<file path="src/tcpv_pkg.sv">
// Shared constants and carriers for the trap-on-condition and pointer-validate decoder.
// Assumes the main processor delivers both instruction words of an instruction together.
package tcpv_pkg;

  // Primary operation word layout
  localparam logic [15:0] TRAP_OP_MASK = 16'hFFF8;
  localparam logic [15:0] TRAP_OP_MATCH = 16'hF078;
  localparam logic [15:0] GEN_OP_MASK = 16'hFFC0;
  localparam logic [15:0] GEN_OP_MATCH = 16'hF000;
  localparam int OPMODE_LSB = 0;
  localparam int EA_REG_LSB = 0;
  localparam int EA_MODE_LSB = 3;

  // Operation-mode encodings of the conditional trap
  localparam logic [2:0] OPMODE_ONE_WORD = 3'h2;
  localparam logic [2:0] OPMODE_TWO_WORDS = 3'h3;
  localparam logic [2:0] OPMODE_NO_WORDS = 3'h4;

  // Condition word: upper ten bits zero, low six bits condition
  localparam logic [15:0] COND_WORD_MASK = 16'hFFC0;
  localparam logic [5:0] COND_LAST = 6'h0F;
  localparam int COND_SENSE_BIT = 0;
  localparam int COND_SEL_LSB = 1;

  // Validate extension words
  localparam logic [15:0] VAL_FMT1_WORD = 16'h2800;
  localparam logic [15:0] VAL_FMT2_MASK = 16'hFFF8;
  localparam logic [15:0] VAL_FMT2_MATCH = 16'h2C00;
  localparam int VAL_AREG_LSB = 0;

  // Control-alterable addressing modes
  localparam logic [2:0] EA_MODE_IND = 3'h2;
  localparam logic [2:0] EA_MODE_DISP = 3'h5;
  localparam logic [2:0] EA_MODE_INDEX = 3'h6;
  localparam logic [2:0] EA_MODE_OTHER = 3'h7;
  localparam logic [2:0] EA_REG_ABS_W = 3'h0;
  localparam logic [2:0] EA_REG_ABS_L = 3'h1;

  // Instruction lengths in words: base without trailing operands, then trailing operand counts
  localparam logic [2:0] LEN_BASE = 3'h2;
  localparam logic [2:0] LEN_ONE = 3'h1;
  localparam logic [2:0] LEN_TWO = 3'h2;

  // Access-level compare: top bits of a 32-bit level or address
  localparam int AL_MAX_BITS = 4;
  localparam int ADDR_W = 32;
  localparam logic [31:0] VAL_RESET = 32'h0000_0000;

  // Directive to the main processor
  typedef enum logic [2:0] {
    DIR_CONTINUE,
    DIR_COND_TRAP,
    DIR_PRIVILEGE,
    DIR_LINE_F,
    DIR_ACCESS_LEVEL
  } directive_e;

  // Translation status flags in condition-select order
  typedef struct packed {
    logic c;
    logic g;
    logic i;
    logic w;
    logic a;
    logic s;
    logic l;
    logic b;
  } status_s;
  localparam status_s STATUS_RESET = 8'h00;

  // Instruction as handed over by the processor
  typedef struct packed {
    logic [15:0] op_word;
    logic [15:0] ext_word;
    logic [31:0] ea_addr;
    logic [31:0] areg_value;
  } command_s;

  // Answer to the processor
  typedef struct packed {
    directive_e directive;
    logic [2:0] length_words;
  } response_s;
  localparam response_s RESPONSE_RESET = {DIR_CONTINUE, 3'h0};

  // Result of a finished translation search
  typedef struct packed {
    logic no_valid_translation;
    logic fetch_bus_error;
    logic cache_only_test;
    logic cache_entry_bus_error;
    logic limit_exceeded;
    logic supervisor_fault;
    logic access_denied;
    logic write_protected;
    logic modified_page;
    logic global_shared;
  } search_s;

endpackage

</file>
<file path="src/trap_condition_pointer_validate.sv">
// Decoder and evaluator for the trap-on-condition and pointer-validate instructions.
// Assumes one command pulse per instruction; the processor acts on each directive it gets back.
`timescale 1ns/1ps

// How it works
// RULE1 - Trap instruction outside supervisor state answers privilege violation, condition ignored.
// RULE2 - True condition answers with the coprocessor conditional-trap vector directive.
// RULE3 - Processor stacks address of next instruction on a taken trap.
// RULE4 - False condition answers continue, nothing else happens.
// RULE5 - Condition bits 3..1 pick one of eight flags; bit 0 inverts test.
// RULE6 - Operation mode 010 one word, 011 two words, 100 no trailing words.
// RULE7 - Trailing operand words are not looked at but counted in length.
// RULE8 - Condition field evaluated here; directive returned to processor.
// RULE9 - Validate compares top source level bits with top address bits, width from count field.
// RULE10 - Source bits greater raises access-level exception, else continue.
// RULE11 - Enable field zero makes validate always raise access-level exception; the code answers line-F first when the effective address mode is illegal.
// RULE12 - Format one takes source level from own validation level register.
// RULE13 - Format two takes source from processor address register chosen by low bits.
// RULE14 - Only control-alterable effective address modes accepted, others illegal.
// RULE15 - Processor hands over the address being validated, not its location.
// RULE16 - Invalid-translation flag set when no valid translation, cleared otherwise.
// RULE17 - Bus-error flag set on descriptor fetch error or errored cache-only hit.
// RULE18 - Neither instruction changes the translation status register.
// RULE19 - Illegal trap operation mode answers line-F exception directive.
module trap_condition_pointer_validate
  import tcpv_pkg::*;
(
  input wire logic clk,
  input wire logic rstn,
  input wire logic cmd_valid,
  input wire command_s cmd,
  input wire logic supervisor,
  input wire logic access_enable_field,
  input wire logic [1:0] access_level_count_field,
  input wire logic val_write,
  input wire logic [31:0] val_write_data,
  input wire logic search_done,
  input wire search_s search_result,
  output logic resp_valid,
  output response_s resp,
  output status_s translation_status_reg,
  output logic [31:0] validation_level_reg,
  output logic [2:0] areg_select
);

  logic rst_sync1_reg;
  logic rst_sync2_reg;
  logic rst_n_int;
  logic is_trap;
  logic is_generic;
  logic val_fmt1;
  logic val_fmt2;
  logic [2:0] operation_mode_field;
  logic [2:0] ea_mode;
  logic [2:0] ea_reg;
  logic [5:0] cond_code;
  logic cond_true;
  logic [2:0] trail_words;
  logic opmode_legal;
  logic [31:0] source_level;
  logic level_too_low;
  response_s resp_next;
  logic [2:0] areg_next;

  // Reset release through two flops so deassertion is clean to the clock
  always_ff @(posedge clk or negedge rstn) begin
    if (!rstn) begin
      rst_sync1_reg <= 1'b0;
      rst_sync2_reg <= 1'b0;
    end else begin
      rst_sync1_reg <= 1'b1;
      rst_sync2_reg <= rst_sync1_reg;
    end
  end
  assign rst_n_int = rst_sync2_reg;

  // Condition test: pick a flag, bit 0 flips the sense
  function automatic logic eval_cond(input status_s flags, input logic [5:0] code);
    logic [7:0] vec;
    logic flag;
    vec = flags;
    flag = vec[code[COND_SEL_LSB +: 3]]; // [RULE5]
    eval_cond = code[COND_SENSE_BIT] ? !flag : flag; // [RULE5]
  endfunction

  // Control-alterable modes only; register field matters only for mode 111
  function automatic logic ea_legal(input logic [2:0] mode, input logic [2:0] regn);
    ea_legal = (mode == EA_MODE_IND) || (mode == EA_MODE_DISP) || (mode == EA_MODE_INDEX) ||
               ((mode == EA_MODE_OTHER) && ((regn == EA_REG_ABS_W) || (regn == EA_REG_ABS_L)));
  endfunction

  // Top bits of a level, masked down to the configured compare width
  function automatic logic [AL_MAX_BITS-1:0] top_bits(input logic [31:0] word, input logic [1:0] count);
    logic [AL_MAX_BITS-1:0] mask;
    mask = {AL_MAX_BITS{1'b1}} << (2'd3 - count);
    top_bits = word[ADDR_W-1 -: AL_MAX_BITS] & mask; // [RULE9]
  endfunction

  // Field extraction from the two instruction words
  assign is_trap = (cmd.op_word & TRAP_OP_MASK) == TRAP_OP_MATCH;
  assign is_generic = (cmd.op_word & GEN_OP_MASK) == GEN_OP_MATCH;
  assign val_fmt1 = is_generic && (cmd.ext_word == VAL_FMT1_WORD); // [RULE12]
  assign val_fmt2 = is_generic && ((cmd.ext_word & VAL_FMT2_MASK) == VAL_FMT2_MATCH); // [RULE13]
  assign operation_mode_field = cmd.op_word[OPMODE_LSB +: 3];
  assign ea_mode = cmd.op_word[EA_MODE_LSB +: 3];
  assign ea_reg = cmd.op_word[EA_REG_LSB +: 3];
  assign cond_code = cmd.ext_word[5:0];

  // Conditions read the live status register; nothing here writes it
  assign cond_true = eval_cond(translation_status_reg, cond_code); // [RULE8] [RULE18]

  // Trailing operand words are counted, never inspected
  always_comb begin
    trail_words = 3'h0;
    opmode_legal = 1'b1;
    unique case (operation_mode_field)
      OPMODE_ONE_WORD: trail_words = LEN_ONE; // [RULE6] [RULE7]
      OPMODE_TWO_WORDS: trail_words = LEN_TWO; // [RULE6] [RULE7]
      OPMODE_NO_WORDS: trail_words = 3'h0; // [RULE6]
      default: opmode_legal = 1'b0; // [RULE19]
    endcase
  end

  // Source level: own register in format one, processor register in format two
  assign source_level = val_fmt2 ? cmd.areg_value : validation_level_reg; // [RULE12] [RULE13]
  // Address is taken as the value to check, the processor resolves indirection
  assign level_too_low = top_bits(source_level, access_level_count_field) >
                         top_bits(cmd.ea_addr, access_level_count_field); // [RULE10] [RULE15]

  // Directive selection; privilege first so user code learns nothing of the flags
  always_comb begin
    resp_next = RESPONSE_RESET;
    areg_next = 3'h0;
    if (is_trap) begin
      resp_next.length_words = LEN_BASE + trail_words; // [RULE7]
      if (!supervisor) begin
        resp_next.directive = DIR_PRIVILEGE; // [RULE1]
      end else if (!opmode_legal) begin
        resp_next.directive = DIR_LINE_F; // [RULE19]
        resp_next.length_words = LEN_BASE;
      end else if (((cmd.ext_word & COND_WORD_MASK) != 16'h0000) || (cond_code > COND_LAST)) begin
        resp_next.directive = DIR_LINE_F;
      end else if (cond_true) begin
        resp_next.directive = DIR_COND_TRAP; // [RULE2] [RULE3]
      end else begin
        resp_next.directive = DIR_CONTINUE; // [RULE4]
      end
    end else if (val_fmt1 || val_fmt2) begin
      resp_next.length_words = LEN_BASE;
      areg_next = val_fmt2 ? cmd.ext_word[VAL_AREG_LSB +: 3] : 3'h0; // [RULE13]
      if (!ea_legal(ea_mode, ea_reg)) begin
        resp_next.directive = DIR_LINE_F; // [RULE14]
      end else if (!access_enable_field) begin
        resp_next.directive = DIR_ACCESS_LEVEL; // [RULE11]
      end else if (level_too_low) begin
        resp_next.directive = DIR_ACCESS_LEVEL; // [RULE10]
      end else begin
        resp_next.directive = DIR_CONTINUE; // [RULE10]
      end
    end else begin
      // Anything else reaching this decoder is not ours to run
      resp_next.directive = DIR_LINE_F;
      resp_next.length_words = LEN_BASE;
    end
  end

  // Answer register: one cycle after the command pulse
  always_ff @(posedge clk or negedge rst_n_int) begin
    if (!rst_n_int) begin
      resp_valid <= 1'b0;
      resp <= RESPONSE_RESET;
      areg_select <= 3'h0;
    end else begin
      resp_valid <= cmd_valid;
      if (cmd_valid) begin
        resp <= resp_next; // [RULE8]
        areg_select <= areg_next;
      end
    end
  end

  // Validation level register, written by software only
  always_ff @(posedge clk or negedge rst_n_int) begin
    if (!rst_n_int) begin
      validation_level_reg <= VAL_RESET;
    end else if (val_write) begin
      validation_level_reg <= val_write_data;
    end
  end

  // Status register loads only on a finished search, never from these instructions
  always_ff @(posedge clk or negedge rst_n_int) begin
    if (!rst_n_int) begin
      translation_status_reg <= STATUS_RESET;
    end else if (search_done) begin // [RULE18]
      translation_status_reg.i <= search_result.no_valid_translation; // [RULE16]
      translation_status_reg.b <= search_result.fetch_bus_error ||
                                  (search_result.cache_only_test && search_result.cache_entry_bus_error); // [RULE17]
      translation_status_reg.l <= search_result.limit_exceeded;
      translation_status_reg.s <= search_result.supervisor_fault;
      translation_status_reg.a <= search_result.access_denied;
      translation_status_reg.w <= search_result.write_protected;
      translation_status_reg.g <= search_result.modified_page;
      translation_status_reg.c <= search_result.global_shared;
    end
  end

endmodule

</file>
<file path="config.mk">
export PLATFORM = sky130hd
export DESIGN_NAME = trap_condition_pointer_validate
export DESIGN_NICKNAME = d
export VERILOG_FILES = /design/src/tcpv_pkg.sv /design/src/trap_condition_pointer_validate.sv
export SDC_FILE = /design/constraint.sdc
export NUM_CORES = 1
export LEC_CHECK = 0
export ABC_AREA = 1
export BUFFER_PORTS_ARGS = -buffer_cell sky130_fd_sc_hd__buf_2
export CORE_ASPECT_RATIO = 1.5
export CORE_MARGIN = 8
export CORE_UTILIZATION = 30
export DETAILED_ROUTE_END_ITERATION = 6
export HOLD_SLACK_MARGIN = 0.02
export PLACE_DENSITY_LB_ADDON = 0.08
export RECOVER_POWER = 25
export SLEW_MARGIN = 20
export SYNTH_ARGS = -nofsm -noshare
export SYNTH_HDL_FRONTEND = slang
export SYNTH_SLANG_ARGS = --single-unit
</file>
<file path="constraint.sdc">
create_clock -name clk -period 1.6 [get_ports clk]
set_input_delay 0.16 -clock clk [delete_from_list [all_inputs] [get_ports clk]]
set_output_delay 0.16 -clock clk [all_outputs]
set_load 0.01 [all_outputs]
</file>
# --- Yosys cells after proc, flatten, opt, wreduce, memory -nomap -nowiden ---
# Index checks and enable logic that the tools add are counted.
op_classes:
  eq_ne: 12
  n_reduce_logical: 15
  order_cmp: 3
  n_mux: 20
  n_addsub: 2
  shift: 1
  bitwise: 2
ops:
  columns: ["op", "n"]
  rows:
  - ["32-bit 2-to-1 mux", 1]
  - ["3-bit 2-to-1 mux", 9]
  - ["16-bit by 14-bit == test with 1-bit output (second input constant)", 1]
  - ["16-bit nonzero test", 1]
  - ["13-bit by 11-bit == test with 1-bit output (second input constant)", 1]
  - ["13-bit == test (second input constant)", 1]
  - ["3-bit == test (second input constant)", 4]
  - ["6-bit 2-to-1 mux", 2]
  - ["10-bit == test (second input constant)", 1]
  - ["3-bit by 2-bit == test with 1-bit output (second input constant)", 3]
  - ["4-bit bitwise AND", 2]
  - ["1-bit logical OR", 7]
  - ["6-bit by 4-bit greater-than comparator with 1-bit output (second input constant)", 1]
  - ["4-bit greater-than comparator", 1]
  - ["1-bit logical AND", 4]
  - ["3-bit by 4-bit less-than comparator with 1-bit output (second input constant)", 1]
  - ["1-bit 2-to-1 mux", 4]
  - ["2-bit 2-to-1 mux", 2]
  - ["2-bit case mux with 2 select lines", 1]
  - ["4-bit by 2-bit << shifter with 4-bit output (first input constant)", 1]
  - ["2-bit by 3-bit adder with 3-bit output (first input constant)", 1]
  - ["1-bit binary-select mux with 3-bit select", 1]
  - ["3-bit by 1-bit == test with 1-bit output (second input constant)", 1]
  - ["3-bit logical NOT", 1]
  - ["other kinds (3)", 3]
totals:
  reg_bits: 52
  input_bits: 147
  output_inout_bits: 50
  wordCells: 70

# --- Depth between registers and ports, before layout ---
# Gate-level depths: netlist of run 1.
depth:
  word_depth: 10
  ltp_mapped: 17
  ltp_nobuf: 17

# --- Least setup slack after synthesis of run 1 ---
# No wires, ideal clock.
synth_path:
  kind: "input port to flip-flop"
  startpoint: "in cmd[92] (netlist bit)"
  endpoint: "reg resp[5] (netlist bit)"
  stages: 13
  setup_time_ps: 126
  n_path_buf: 0
  slack_ps: -96
  arrival_time_ps: 1570
  required_ps: 1474
  cell_sequence: "inv_1 > nor3_2 > and2_2 > nand3_1 > o21ai_0 > a21oi_1 > ha_1 > a21oi_1 > o21ai_0 > o21ai_0 > nand2_1 > nand2_1 > o21ai_0"
synth_via:
  elab_chain_len: 10
  elab_cells_between_ends: 13
  cone_classes: "1 x order compare; 2 x eq/ne; 6 x mux; 1 x bitwise; 3 x reduce/logical"
synth_rtl:
  columns: ["item", "line", "text"]
  rows:
  - ["from (decl)", "trap_condition_pointer_validate.sv:31", "input wire command_s cmd,"]
  - ["10-bit == test", "trap_condition_pointer_validate.sv:101", "assign is_generic = (cmd.op_word & GEN_OP_MASK) == GEN_OP_MATCH;"]
  - ["1-bit logical AND", "trap_condition_pointer_validate.sv:103", "assign val_fmt2 = is_generic && ((cmd.ext_word & VAL_FMT2_MASK) == VAL_FMT2_MATCH);"]
  - ["32-bit 2-to-1 mux", "trap_condition_pointer_validate.sv:125", "assign source_level = val_fmt2 ? cmd.areg_value : validation_level_reg;"]
  - ["4-bit bitwise AND", "trap_condition_pointer_validate.sv:96", "top_bits = word[ADDR_W-1 -: AL_MAX_BITS] & mask;"]
  - ["4-bit greater-than comparator", "trap_condition_pointer_validate.sv:127", "assign level_too_low = top_bits(source_level, access_level_count_field) >"]
  - ["3-bit 2-to-1 mux", "trap_condition_pointer_validate.sv:155", "end else if (level_too_low) begin"]
  - ["3-bit 2-to-1 mux", "trap_condition_pointer_validate.sv:153", "end else if (!access_enable_field) begin"]
  - ["3-bit 2-to-1 mux", "trap_condition_pointer_validate.sv:151", "if (!ea_legal(ea_mode, ea_reg)) begin"]
  - ["6-bit 2-to-1 mux", "trap_condition_pointer_validate.sv:148", "end else if (val_fmt1 || val_fmt2) begin"]
  - ["6-bit 2-to-1 mux (*)", "trap_condition_pointer_validate.sv:134", "if (is_trap) begin"]
  - ["to (signal assigned)", "trap_condition_pointer_validate.sv:176", "resp <= resp_next;"]
  - ["to (decl)", "trap_condition_pointer_validate.sv:40", "output response_s resp,"]
# Every way passes the cells marked *; elsewhere a longest branch is shown, timed or not.
# A chain may end at the register's enable or synchronous reset.

# --- Worst setup path in the final report of run 1 ---
layout_path:
  startpoint: "in cmd[74] (netlist bit)"
  endpoint: "reg resp[5] (netlist bit)"
layout_via:
  elab_chain_len: 10
  elab_cells_between_ends: 13
  cone_classes: "1 x order compare; 2 x eq/ne; 6 x mux; 1 x bitwise; 3 x reduce/logical"
layout_rtl:
  columns: ["item", "line"]
  rows:
  - ["13-bit by 11-bit == test with 1-bit output", "trap_condition_pointer_validate.sv:103"]
  - ["1-bit logical AND", "trap_condition_pointer_validate.sv:103"]
  - ["32-bit 2-to-1 mux", "trap_condition_pointer_validate.sv:125"]
  - ["4-bit bitwise AND", "trap_condition_pointer_validate.sv:96"]
  - ["4-bit greater-than comparator", "trap_condition_pointer_validate.sv:127"]
  - ["3-bit 2-to-1 mux", "trap_condition_pointer_validate.sv:155"]
  - ["3-bit 2-to-1 mux", "trap_condition_pointer_validate.sv:153"]
  - ["3-bit 2-to-1 mux", "trap_condition_pointer_validate.sv:151"]
  - ["6-bit 2-to-1 mux (*)", "trap_condition_pointer_validate.sv:148"]
  - ["6-bit 2-to-1 mux (*)", "trap_condition_pointer_validate.sv:134"]
# Marked as above.

==> results of run 1 <==
==> repair_timing <==
action	CTS	global route
buffers inserted	2	1
resized for setup	17	9
hold buffers	1	0
pin swaps	13	5
hold endpoints to repair	2	0
endpoints found under the setup margin	1	1
==> per-stage QoR <==
step,instances,hold WS (ns),setup TNS [ns],power [mW]
global placement,514,-0.0545,-0.384,2.08
global route,526,0.0800,-0.151,3.43
finish,526,0.0798,0,3.25
floorplan,262,-0.136,-0.0513,1.78
detailed placement,514,-0.0515,-0.434,2.09
CTS,525,0.0708,-0.0721,3.32
==> tightest hold or removal path, delay by kind of cell <==
family / cells / cell delay (ns)
simple gates: 1 / 0.04
compound gates: 1 / 0.06
buf+inv: 1 / 0.07
==> final timing paths <==
kind / from / endpoint / depth (start not counted)
setup / recovery: cmd[74] / resp[5]$_DFFE_PN0P_ / 15
setup reg to reg: validation_level_reg[28]$_DFFE_PN0P_ / resp[5]$_DFFE_PN0P_ / 11
max in group asynchronous: rst_n_int$_DFF_PN0_ / validation_level_reg[16]$_DFFE_PN0P_ / 1
min in group asynchronous: rstn / rst_n_int$_DFF_PN0_ / 2
hold / removal: search_result[0] / translation_status_reg[7]$_DFFE_PN0P_ / 3
hold reg to reg: rst_sync1_reg$_DFF_PN0_ / rst_n_int$_DFF_PN0_ / 0
==> where the power goes <==
group	internal [mW]	switching, mW
Sequential	1.42	0.0565
Combinational	0.303	0.295
Clock	0.735	0.443
==> placed cells by master (no fill, tap or decap), drive strengths merged, types with 2 or more instances in the layout <==
cell type	instances
a21oi	7
inv	33
o21ai	25
nand3	19
clkbuf	9
ha	4
nor2	21
or2	2
dfrtp	52
nand4	2
buf	153
nor3	4
nand2	54
mux2	28
==> final cells by class <==
class	instances	area (sq um)	share of cell area
Clock buffer	6	129	0.0350
Clock inverter	2	35.0	0.00953
Inverter	33	126	0.0344
Multi-Input combinational cell	171	1080	0.293
Sequential cell	52	1300	0.354
Tap cell	105	131	0.0357
Timing Repair Buffer	157	877	0.239
==> metal layers <==
metal | track usage | wire [um] | part of all wire | vias to the layer above
li1 | - | - | - | 1163
met1 | 0.127 | 2790 | 0.40 | 1046
met2 | 0.220 | 3600 | 0.52 | 90
met3 | 0.0393 | 483 | 0.069 | 6
met4 | 0.0502 | 113 | 0.016 | 0
met5 | 0 | 0 | 0 | -
==> cells by family (layout without fill, tap and decap cells) <==
| family | Yosys count | after routing | share of synthesized area |
|---|---|---|---|
| AOI/OAI and AO/OA | 35 | 35 | 0.0740 |
| and+or+nand+nor | 103 | 103 | 0.185 |
| adders and majority gates | 4 | 4 | 0.0203 |
| DFF | 52 | 52 | 0.527 |
| muxes | 28 | 28 | 0.128 |
| buffers and inverters | 39 | 198 | 0.0644 |
| other | 1 | 1 | 0.00152 |
==> metrics.txt, run 1 <==
# TYPE chip_impl_metric gauge
chip_impl_metric{name="wl_per_cell",unit="um"} 13.3
chip_impl_metric{name="timing.final.crit_share",unit=""} 0.995
chip_impl_info{name="worst_hold_path_type",value="primary input to flop"} 1
chip_impl_metric{name="detail_route.first_pass.iterations",unit=""} 4
chip_impl_metric{name="gp_routability_congestion",unit=""} 0.742
chip_impl_metric{name="pwr_density_cell",unit="mW/mm^2"} 885
chip_impl_metric{name="largest_register_ffs",unit=""} 32
chip_impl_metric{name="yosysUniqueCellTypes",unit=""} 25
chip_impl_metric{name="critical_path.max_stage_delay",unit="ns"} 0.32
chip_impl_metric{name="report.final.slew_viol_count",unit=""} 0
chip_impl_metric{name="drive_above_1_share",unit=""} 0.508
chip_impl_metric{name="synth_largest_type_area_fraction",unit=""} 0.527
chip_impl_metric{name="critPathBufInv",unit=""} 2
chip_impl_metric{name="insertedDiodeCount",unit=""} 0
chip_impl_metric{name="post-route-drc-count",unit=""} 0
chip_impl_metric{name="synth-seq-area-share",unit=""} 0.527
chip_impl_metric{name="final.setup_skew",unit="ns"} 0.00342
chip_impl_metric{name="die_w",unit="um"} 90.1
chip_impl_metric{name="mappedNetlistArea",unit="sq mm"} 0.00247
chip_impl_metric{name="cts_buffer_depth",unit=""} 2
chip_impl_metric{name="timing.critical_path.fanout_max",unit=""} 4
chip_impl_metric{name="p_leak",unit="nW"} 1.90
chip_impl_info{name="timing.critical_path.max_delay_family",value="simple AND/OR/NAND/NOR gates"} 1
chip_impl_info{name="cp-end-kind",value="flop"} 1
chip_impl_metric{name="cts.sinks",unit=""} 52
chip_impl_metric{name="timing_worst_slew_pin_value",unit="ns"} 0.913
chip_impl_info{name="cts_tree",value="done"} 1
chip_impl_info{name="cp_startpoint_kind",value="primary input"} 1
chip_impl_info{name="yosys-top-cells-count",value="nand2_1 (54), dfrtp_1 (52), inv_1 (32)"} 1
chip_impl_metric{name="placeableCoreArea",unit="sq mm"} 0.00801
chip_impl_metric{name="detailroute.via_count",unit=""} 2305
chip_impl_metric{name="max_cap_viol",unit=""} 0
chip_impl_metric{name="design.final.nets",unit=""} 571
chip_impl_info{name="ctsRootBufferMaster",value="clkbuf_16"} 1
chip_impl_metric{name="cp_data_arrival_time",unit="ns"} 1.76
chip_impl_metric{name="ys_async_sr_fraction",unit=""} 1.00
chip_impl_metric{name="setup_ws",unit="ns"} 0.00856
chip_impl_metric{name="yosys_warnings",unit=""} 0
chip_impl_metric{name="grt.total_usage",unit=""} 0.122
chip_impl_metric{name="drt-vias-per-instance",unit=""} 4.38
chip_impl_info{name="cpMostUsedCell",value="o21ai_1"} 1
chip_impl_metric{name="fp.dieArea",unit="sq mm"} 0.0114
chip_impl_metric{name="fp-row-count",unit=""} 40
chip_impl_metric{name="postSynthAreaPerCell",unit="sq um"} 9.42
chip_impl_metric{name="syn_nets",unit=""} 413
chip_impl_metric{name="clock_latency",unit="ns"} 0.28
chip_impl_metric{name="maxClockFrequency",unit="GHz"} 0.628
chip_impl_metric{name="ant_nets",unit=""} 0
chip_impl_metric{name="hold_viol_final",unit=""} 0
chip_impl_metric{name="number_of_register_bits_inferred_by_synthesis",unit=""} 52
chip_impl_info{name="run_status",value="finished, final reports clean"} 1
chip_impl_metric{name="finalSetupViolCount",unit=""} 0
chip_impl_metric{name="grt_overflow_total",unit=""} 0
chip_impl_metric{name="final_core_utilization",unit=""} 0.459
chip_impl_metric{name="first_global_vias",unit=""} 2499
chip_impl_metric{name="min_period",unit="ns"} 1.59
chip_impl_info{name="rsz0062_at_grt",value="true"} 1
chip_impl_info{name="synth_area_leader_cell",value="dfrtp_1"} 1
chip_impl_metric{name="initial_core_utilization",unit=""} 0.308
chip_impl_info{name="timing_worst_setup_path_type",value="primary input to flop"} 1
chip_impl_metric{name="critical_path_required",unit="ns"} 1.77
chip_impl_metric{name="signed_area_change_from_the_synthesized_netlist_to_the_final_layout",unit="%"} 49.0
chip_impl_metric{name="vdd_drop_max",unit="mV"} 0.424
chip_impl_info{name="ys.flop_type",value="dfrtp_1"} 1
chip_impl_metric{name="detail_route.iter0.violations",unit=""} 56
chip_impl_metric{name="cts.htree.levels",unit=""} 2
chip_impl_metric{name="grt_max_degree",unit=""} 31
chip_impl_metric{name="post_dp_cell_area",unit="sq mm"} 0.00340
chip_impl_metric{name="synth-edff-count",unit=""} 0
chip_impl_metric{name="io_pins",unit=""} 197
chip_impl_info{name="synthTopCellsByArea",value="dfrtp_1 (53%), mux2_2 (13%), nand2_1 (8.2%)"} 1
chip_impl_metric{name="cts_inserted_buffers",unit=""} 5
chip_impl_metric{name="clk_transition_reported_paths",unit="ns"} 0.06
chip_impl_info{name="synthMostInstantiatedCell",value="nand2_1"} 1
chip_impl_metric{name="grt_pass1_wl",unit="um"} 11500
chip_impl_info{name="cp_cell_sequence",value="buf_8 -> inv_4 -> nor2_4 -> nand4_1 -> nor3_2 -> nand3_2 -> o21ai_2 -> a21oi_1 -> ha_1 -> a21oi_2 -> o21ai_1 -> o21ai_1 -> nand2_1 -> nand2_1 -> o21ai_1"} 1
chip_impl_info{name="slowest_stage",value="ha_1"} 1
chip_impl_metric{name="layout_filler_cell_count",unit=""} 820
chip_impl_metric{name="final_cell_area",unit="sq mm"} 0.00368
chip_impl_metric{name="placement.setup.worst_slack",unit="ns"} -0.434
chip_impl_metric{name="route.final.wire_length",unit="um"} 6990
chip_impl_metric{name="portBuffers",unit=""} 140
chip_impl_metric{name="reg2reg_slack",unit="ns"} 0.16
chip_impl_metric{name="synthesis.instances",unit=""} 262
chip_impl_metric{name="tightest_slew_margin_relative_to_the_limit",unit=""} 0.391
chip_impl_metric{name="die_height",unit="um"} 127
chip_impl_metric{name="dp.final_hpwl",unit="um"} 5830
chip_impl_metric{name="grt_antenna_before_repair",unit=""} 0
No activity file was read; power rests on OpenSTA's default activity.
==> inputs of run 2 (changes only) <==
Settings changed: CORE_UTILIZATION 30 to 25, HOLD_SLACK_MARGIN 0.02 to 0.1.
==> metrics.txt, run 2 (synthesis gave the netlist of run 1 again) <==
# TYPE chip_impl_metric gauge
chip_impl_metric{name="dp.final_hpwl",unit="um"} 6130
chip_impl_metric{name="hold_viol_final",unit=""} 0
chip_impl_metric{name="placeableCoreArea",unit="sq mm"} 0.00963
chip_impl_metric{name="route.final.wire_length",unit="um"} 7430
chip_impl_metric{name="detail_route.iter0.violations",unit=""} 35
chip_impl_metric{name="gp_routability_congestion",unit=""} 0.747
chip_impl_metric{name="cts_inserted_buffers",unit=""} 5
chip_impl_metric{name="grt_pass1_wl",unit="um"} 11800
chip_impl_metric{name="insertedDiodeCount",unit=""} 0
chip_impl_info{name="cp-end-kind",value="flop"} 1
chip_impl_metric{name="tightest_slew_margin_relative_to_the_limit",unit=""} 0.439
chip_impl_info{name="cts_tree",value="done"} 1
chip_impl_metric{name="clock_latency",unit="ns"} 0.28
chip_impl_metric{name="grt_antenna_before_repair",unit=""} 0
chip_impl_metric{name="whs",unit="ns"} 0.0965
chip_impl_info{name="layout_commonest_cell",value="buf_2"} 1
chip_impl_metric{name="cts_buffer_depth",unit=""} 2
chip_impl_metric{name="cp_data_arrival_time",unit="ns"} 1.80
chip_impl_metric{name="drive_above_1_share",unit=""} 0.460
chip_impl_metric{name="placement.setup.worst_slack",unit="ns"} -0.468
chip_impl_info{name="regToRegStartpoint",value="validation_level_reg[28]$_DFFE_PN0P_"} 1
chip_impl_metric{name="final.setup_skew",unit="ns"} 0.00290
chip_impl_metric{name="drt-vias-per-instance",unit=""} 4.27
chip_impl_metric{name="fp-row-count",unit=""} 44
chip_impl_info{name="cp_startpoint_kind",value="primary input"} 1
chip_impl_info{name="r2r_endpoint",value="resp[5]$_DFFE_PN0P_"} 1
chip_impl_metric{name="grt_max_degree",unit=""} 33
chip_impl_metric{name="setup_tns",unit="ns"} 0
chip_impl_metric{name="fp.dieArea",unit="sq mm"} 0.0134
chip_impl_metric{name="timing.critical_path.fanout_max",unit=""} 7
chip_impl_metric{name="timing.hold.worst_path_depth",unit=""} 3
chip_impl_metric{name="maxClockFrequency",unit="GHz"} 0.631
chip_impl_metric{name="post-route-drc-count",unit=""} 0
chip_impl_metric{name="grt.met1_usage",unit=""} 0.120
chip_impl_metric{name="cts.sinks",unit=""} 52
chip_impl_metric{name="vdd_drop_max",unit="mV"} 0.591
chip_impl_info{name="timing_worst_setup_path_type",value="primary input to flop"} 1
chip_impl_metric{name="logic_depth_of_the_worst_register_to_register_path",unit=""} 11
chip_impl_metric{name="portBuffers",unit=""} 140
chip_impl_info{name="hold_path_startpoint",value="search_result[1]"} 1
chip_impl_metric{name="ant_nets",unit=""} 0
chip_impl_info{name="gr-max-usage-layer",value="met2"} 1
chip_impl_metric{name="critical_path_required",unit="ns"} 1.82
chip_impl_metric{name="die_w",unit="um"} 97.1
chip_impl_metric{name="detailroute.via_count",unit=""} 2411
chip_impl_metric{name="max_cap_viol",unit=""} 0
chip_impl_metric{name="clk_transition_reported_paths",unit="ns"} 0.07
chip_impl_metric{name="timing.final.crit_share",unit=""} 0.990
chip_impl_metric{name="p_leak",unit="nW"} 2.02
chip_impl_metric{name="timing_worst_slew_pin_value",unit="ns"} 0.841
chip_impl_metric{name="report.power.total",unit="mW"} 3.32
chip_impl_metric{name="reg2reg_slack",unit="ns"} 0.19
chip_impl_metric{name="grt_overflow_total",unit=""} 0
chip_impl_metric{name="grt.total_usage",unit=""} 0.108
chip_impl_metric{name="globalRouteMet2Util",unit=""} 0.181
chip_impl_metric{name="design.final.nets",unit=""} 600
chip_impl_metric{name="grtUsageMet3",unit=""} 0.0392
chip_impl_info{name="worst_hold_path_type",value="primary input to flop"} 1
chip_impl_metric{name="largest_register_ffs",unit=""} 32
chip_impl_info{name="rsz0062_at_grt",value="true"} 1
chip_impl_metric{name="min_period",unit="ns"} 1.58
chip_impl_metric{name="finalSetupViolCount",unit=""} 0
chip_impl_info{name="run_status",value="finished, final reports clean"} 1
chip_impl_metric{name="report.final.slew_viol_count",unit=""} 0
chip_impl_metric{name="initial_core_utilization",unit=""} 0.256
chip_impl_metric{name="setup_ws",unit="ns"} 0.0156
chip_impl_info{name="most_frequent_cells_in_the_layout",value="buf_2 (134), nand2_1 (54), dfrtp_1 (52), dlygate4sd3_1 (31), inv_1 (30)"} 1
chip_impl_metric{name="io_pins",unit=""} 197
chip_impl_metric{name="pwr_density_cell",unit="mW/mm^2"} 842
chip_impl_metric{name="detail_route.first_pass.iterations",unit=""} 3
chip_impl_metric{name="first_global_vias",unit=""} 2488
chip_impl_metric{name="cts.htree.levels",unit=""} 2
chip_impl_metric{name="die_height",unit="um"} 138
chip_impl_metric{name="wl_per_cell",unit="um"} 13.1
chip_impl_metric{name="signed_area_change_from_the_synthesized_netlist_to_the_final_layout",unit="%"} 59.8
chip_impl_info{name="holdPathEnd",value="translation_status_reg[6]$_DFFE_PN0P_"} 1
chip_impl_info{name="ctsRootBufferMaster",value="clkbuf_16"} 1
run 2: changes by cell type in the layout (fill, tap and decap cells not counted), sizes merged:
cell         previous run  this run
dlygate4sd3             1        31
clkbuf                  9         7
clkinvlp                0         1
run 2: area by class of cell:
class | count | area, sq um
flip-flops and latches | 52 | 1300
well taps | 115 | 144
multi-input cells | 171 | 1040
fillers | 993 | 5690
clock inverters | 3 | 42.5
inverters | 33 | 124
clock buffers | 5 | 125
repair buffers | 186 | 1170
run 2: power by group:
group / internal, mW / switching, mW / leakage (nW)
sequential: 1.42 / 0.0562 / 0.620
clock: 0.735 / 0.462 / 0.0798
combinational: 0.346 / 0.300 / 1.32
run 2: worst max-delay path, cell delays in order:
cell and delay, ns:
buf_2 0.10, nor2_2 0.11, nand2_1 0.09, nor2_2 0.11
nand2_1 0.08, nor2_1 0.13, inv_2 0.09, a21oi_1 0.12
o21ai_0 0.10, ha_1 0.20, inv_1 0.05, a21oi_1 0.06
o21ai_1 0.12, o21ai_1 0.08, nand2_1 0.07, nand2_1 0.04
o21ai_1 0.11
run 2: per-stage QoR:
stage | instance area [sq um] | cells | utilization
after global placement | 3430 | 525 | 0.356
after floorplan | 2490 | 262 | -
after detailed placement | 3430 | 525 | 0.356
final | 3950 | 565 | 0.409
after global routing | 3950 | 565 | 0.409
after CTS | 3950 | 565 | 0.410
run 2: repair_timing:
| item | CTS | global route |
|---|---|---|
| pin swaps | 12 | 4 |
| setup buffers | 1 | 0 |
| hold buffers | 31 | 0 |
| hold endpoints to repair | 32 | 0 |
| cloned | 0 | 0 |
| gates resized for setup | 9 | 2 |
| setup endpoints to repair | 1 | 1 |
run 2: worst max path at each step:
| stage | startpoint | endpoint | cells after the start |
|---|---|---|---|
| 3_3_place_gp | cmd[70] | resp[5]$_DFFE_PN0P_ | 16 |
| 2_1_floorplan | cmd[90] | resp[5]$_DFFE_PN0P_ | 15 |
| 3_5_place_dp | cmd[72] | resp[5]$_DFFE_PN0P_ | 14 |
| 6_report | cmd[70] | resp[5]$_DFFE_PN0P_ | 17 |
| 4_1_cts | cmd[74] | resp[5]$_DFFE_PN0P_ | 15 |
| 5_1_grt | cmd[76] | resp[5]$_DFFE_PN0P_ | 17 |
run 2: per-layer routing:
metal  share of wire  wire length (um)  vias up
li1                -                 -     1228
met3           0.085               630        8
met2            0.48              3570       94
met1            0.42              3080     1081
met4           0.019               141        0
met5               0                 0        -
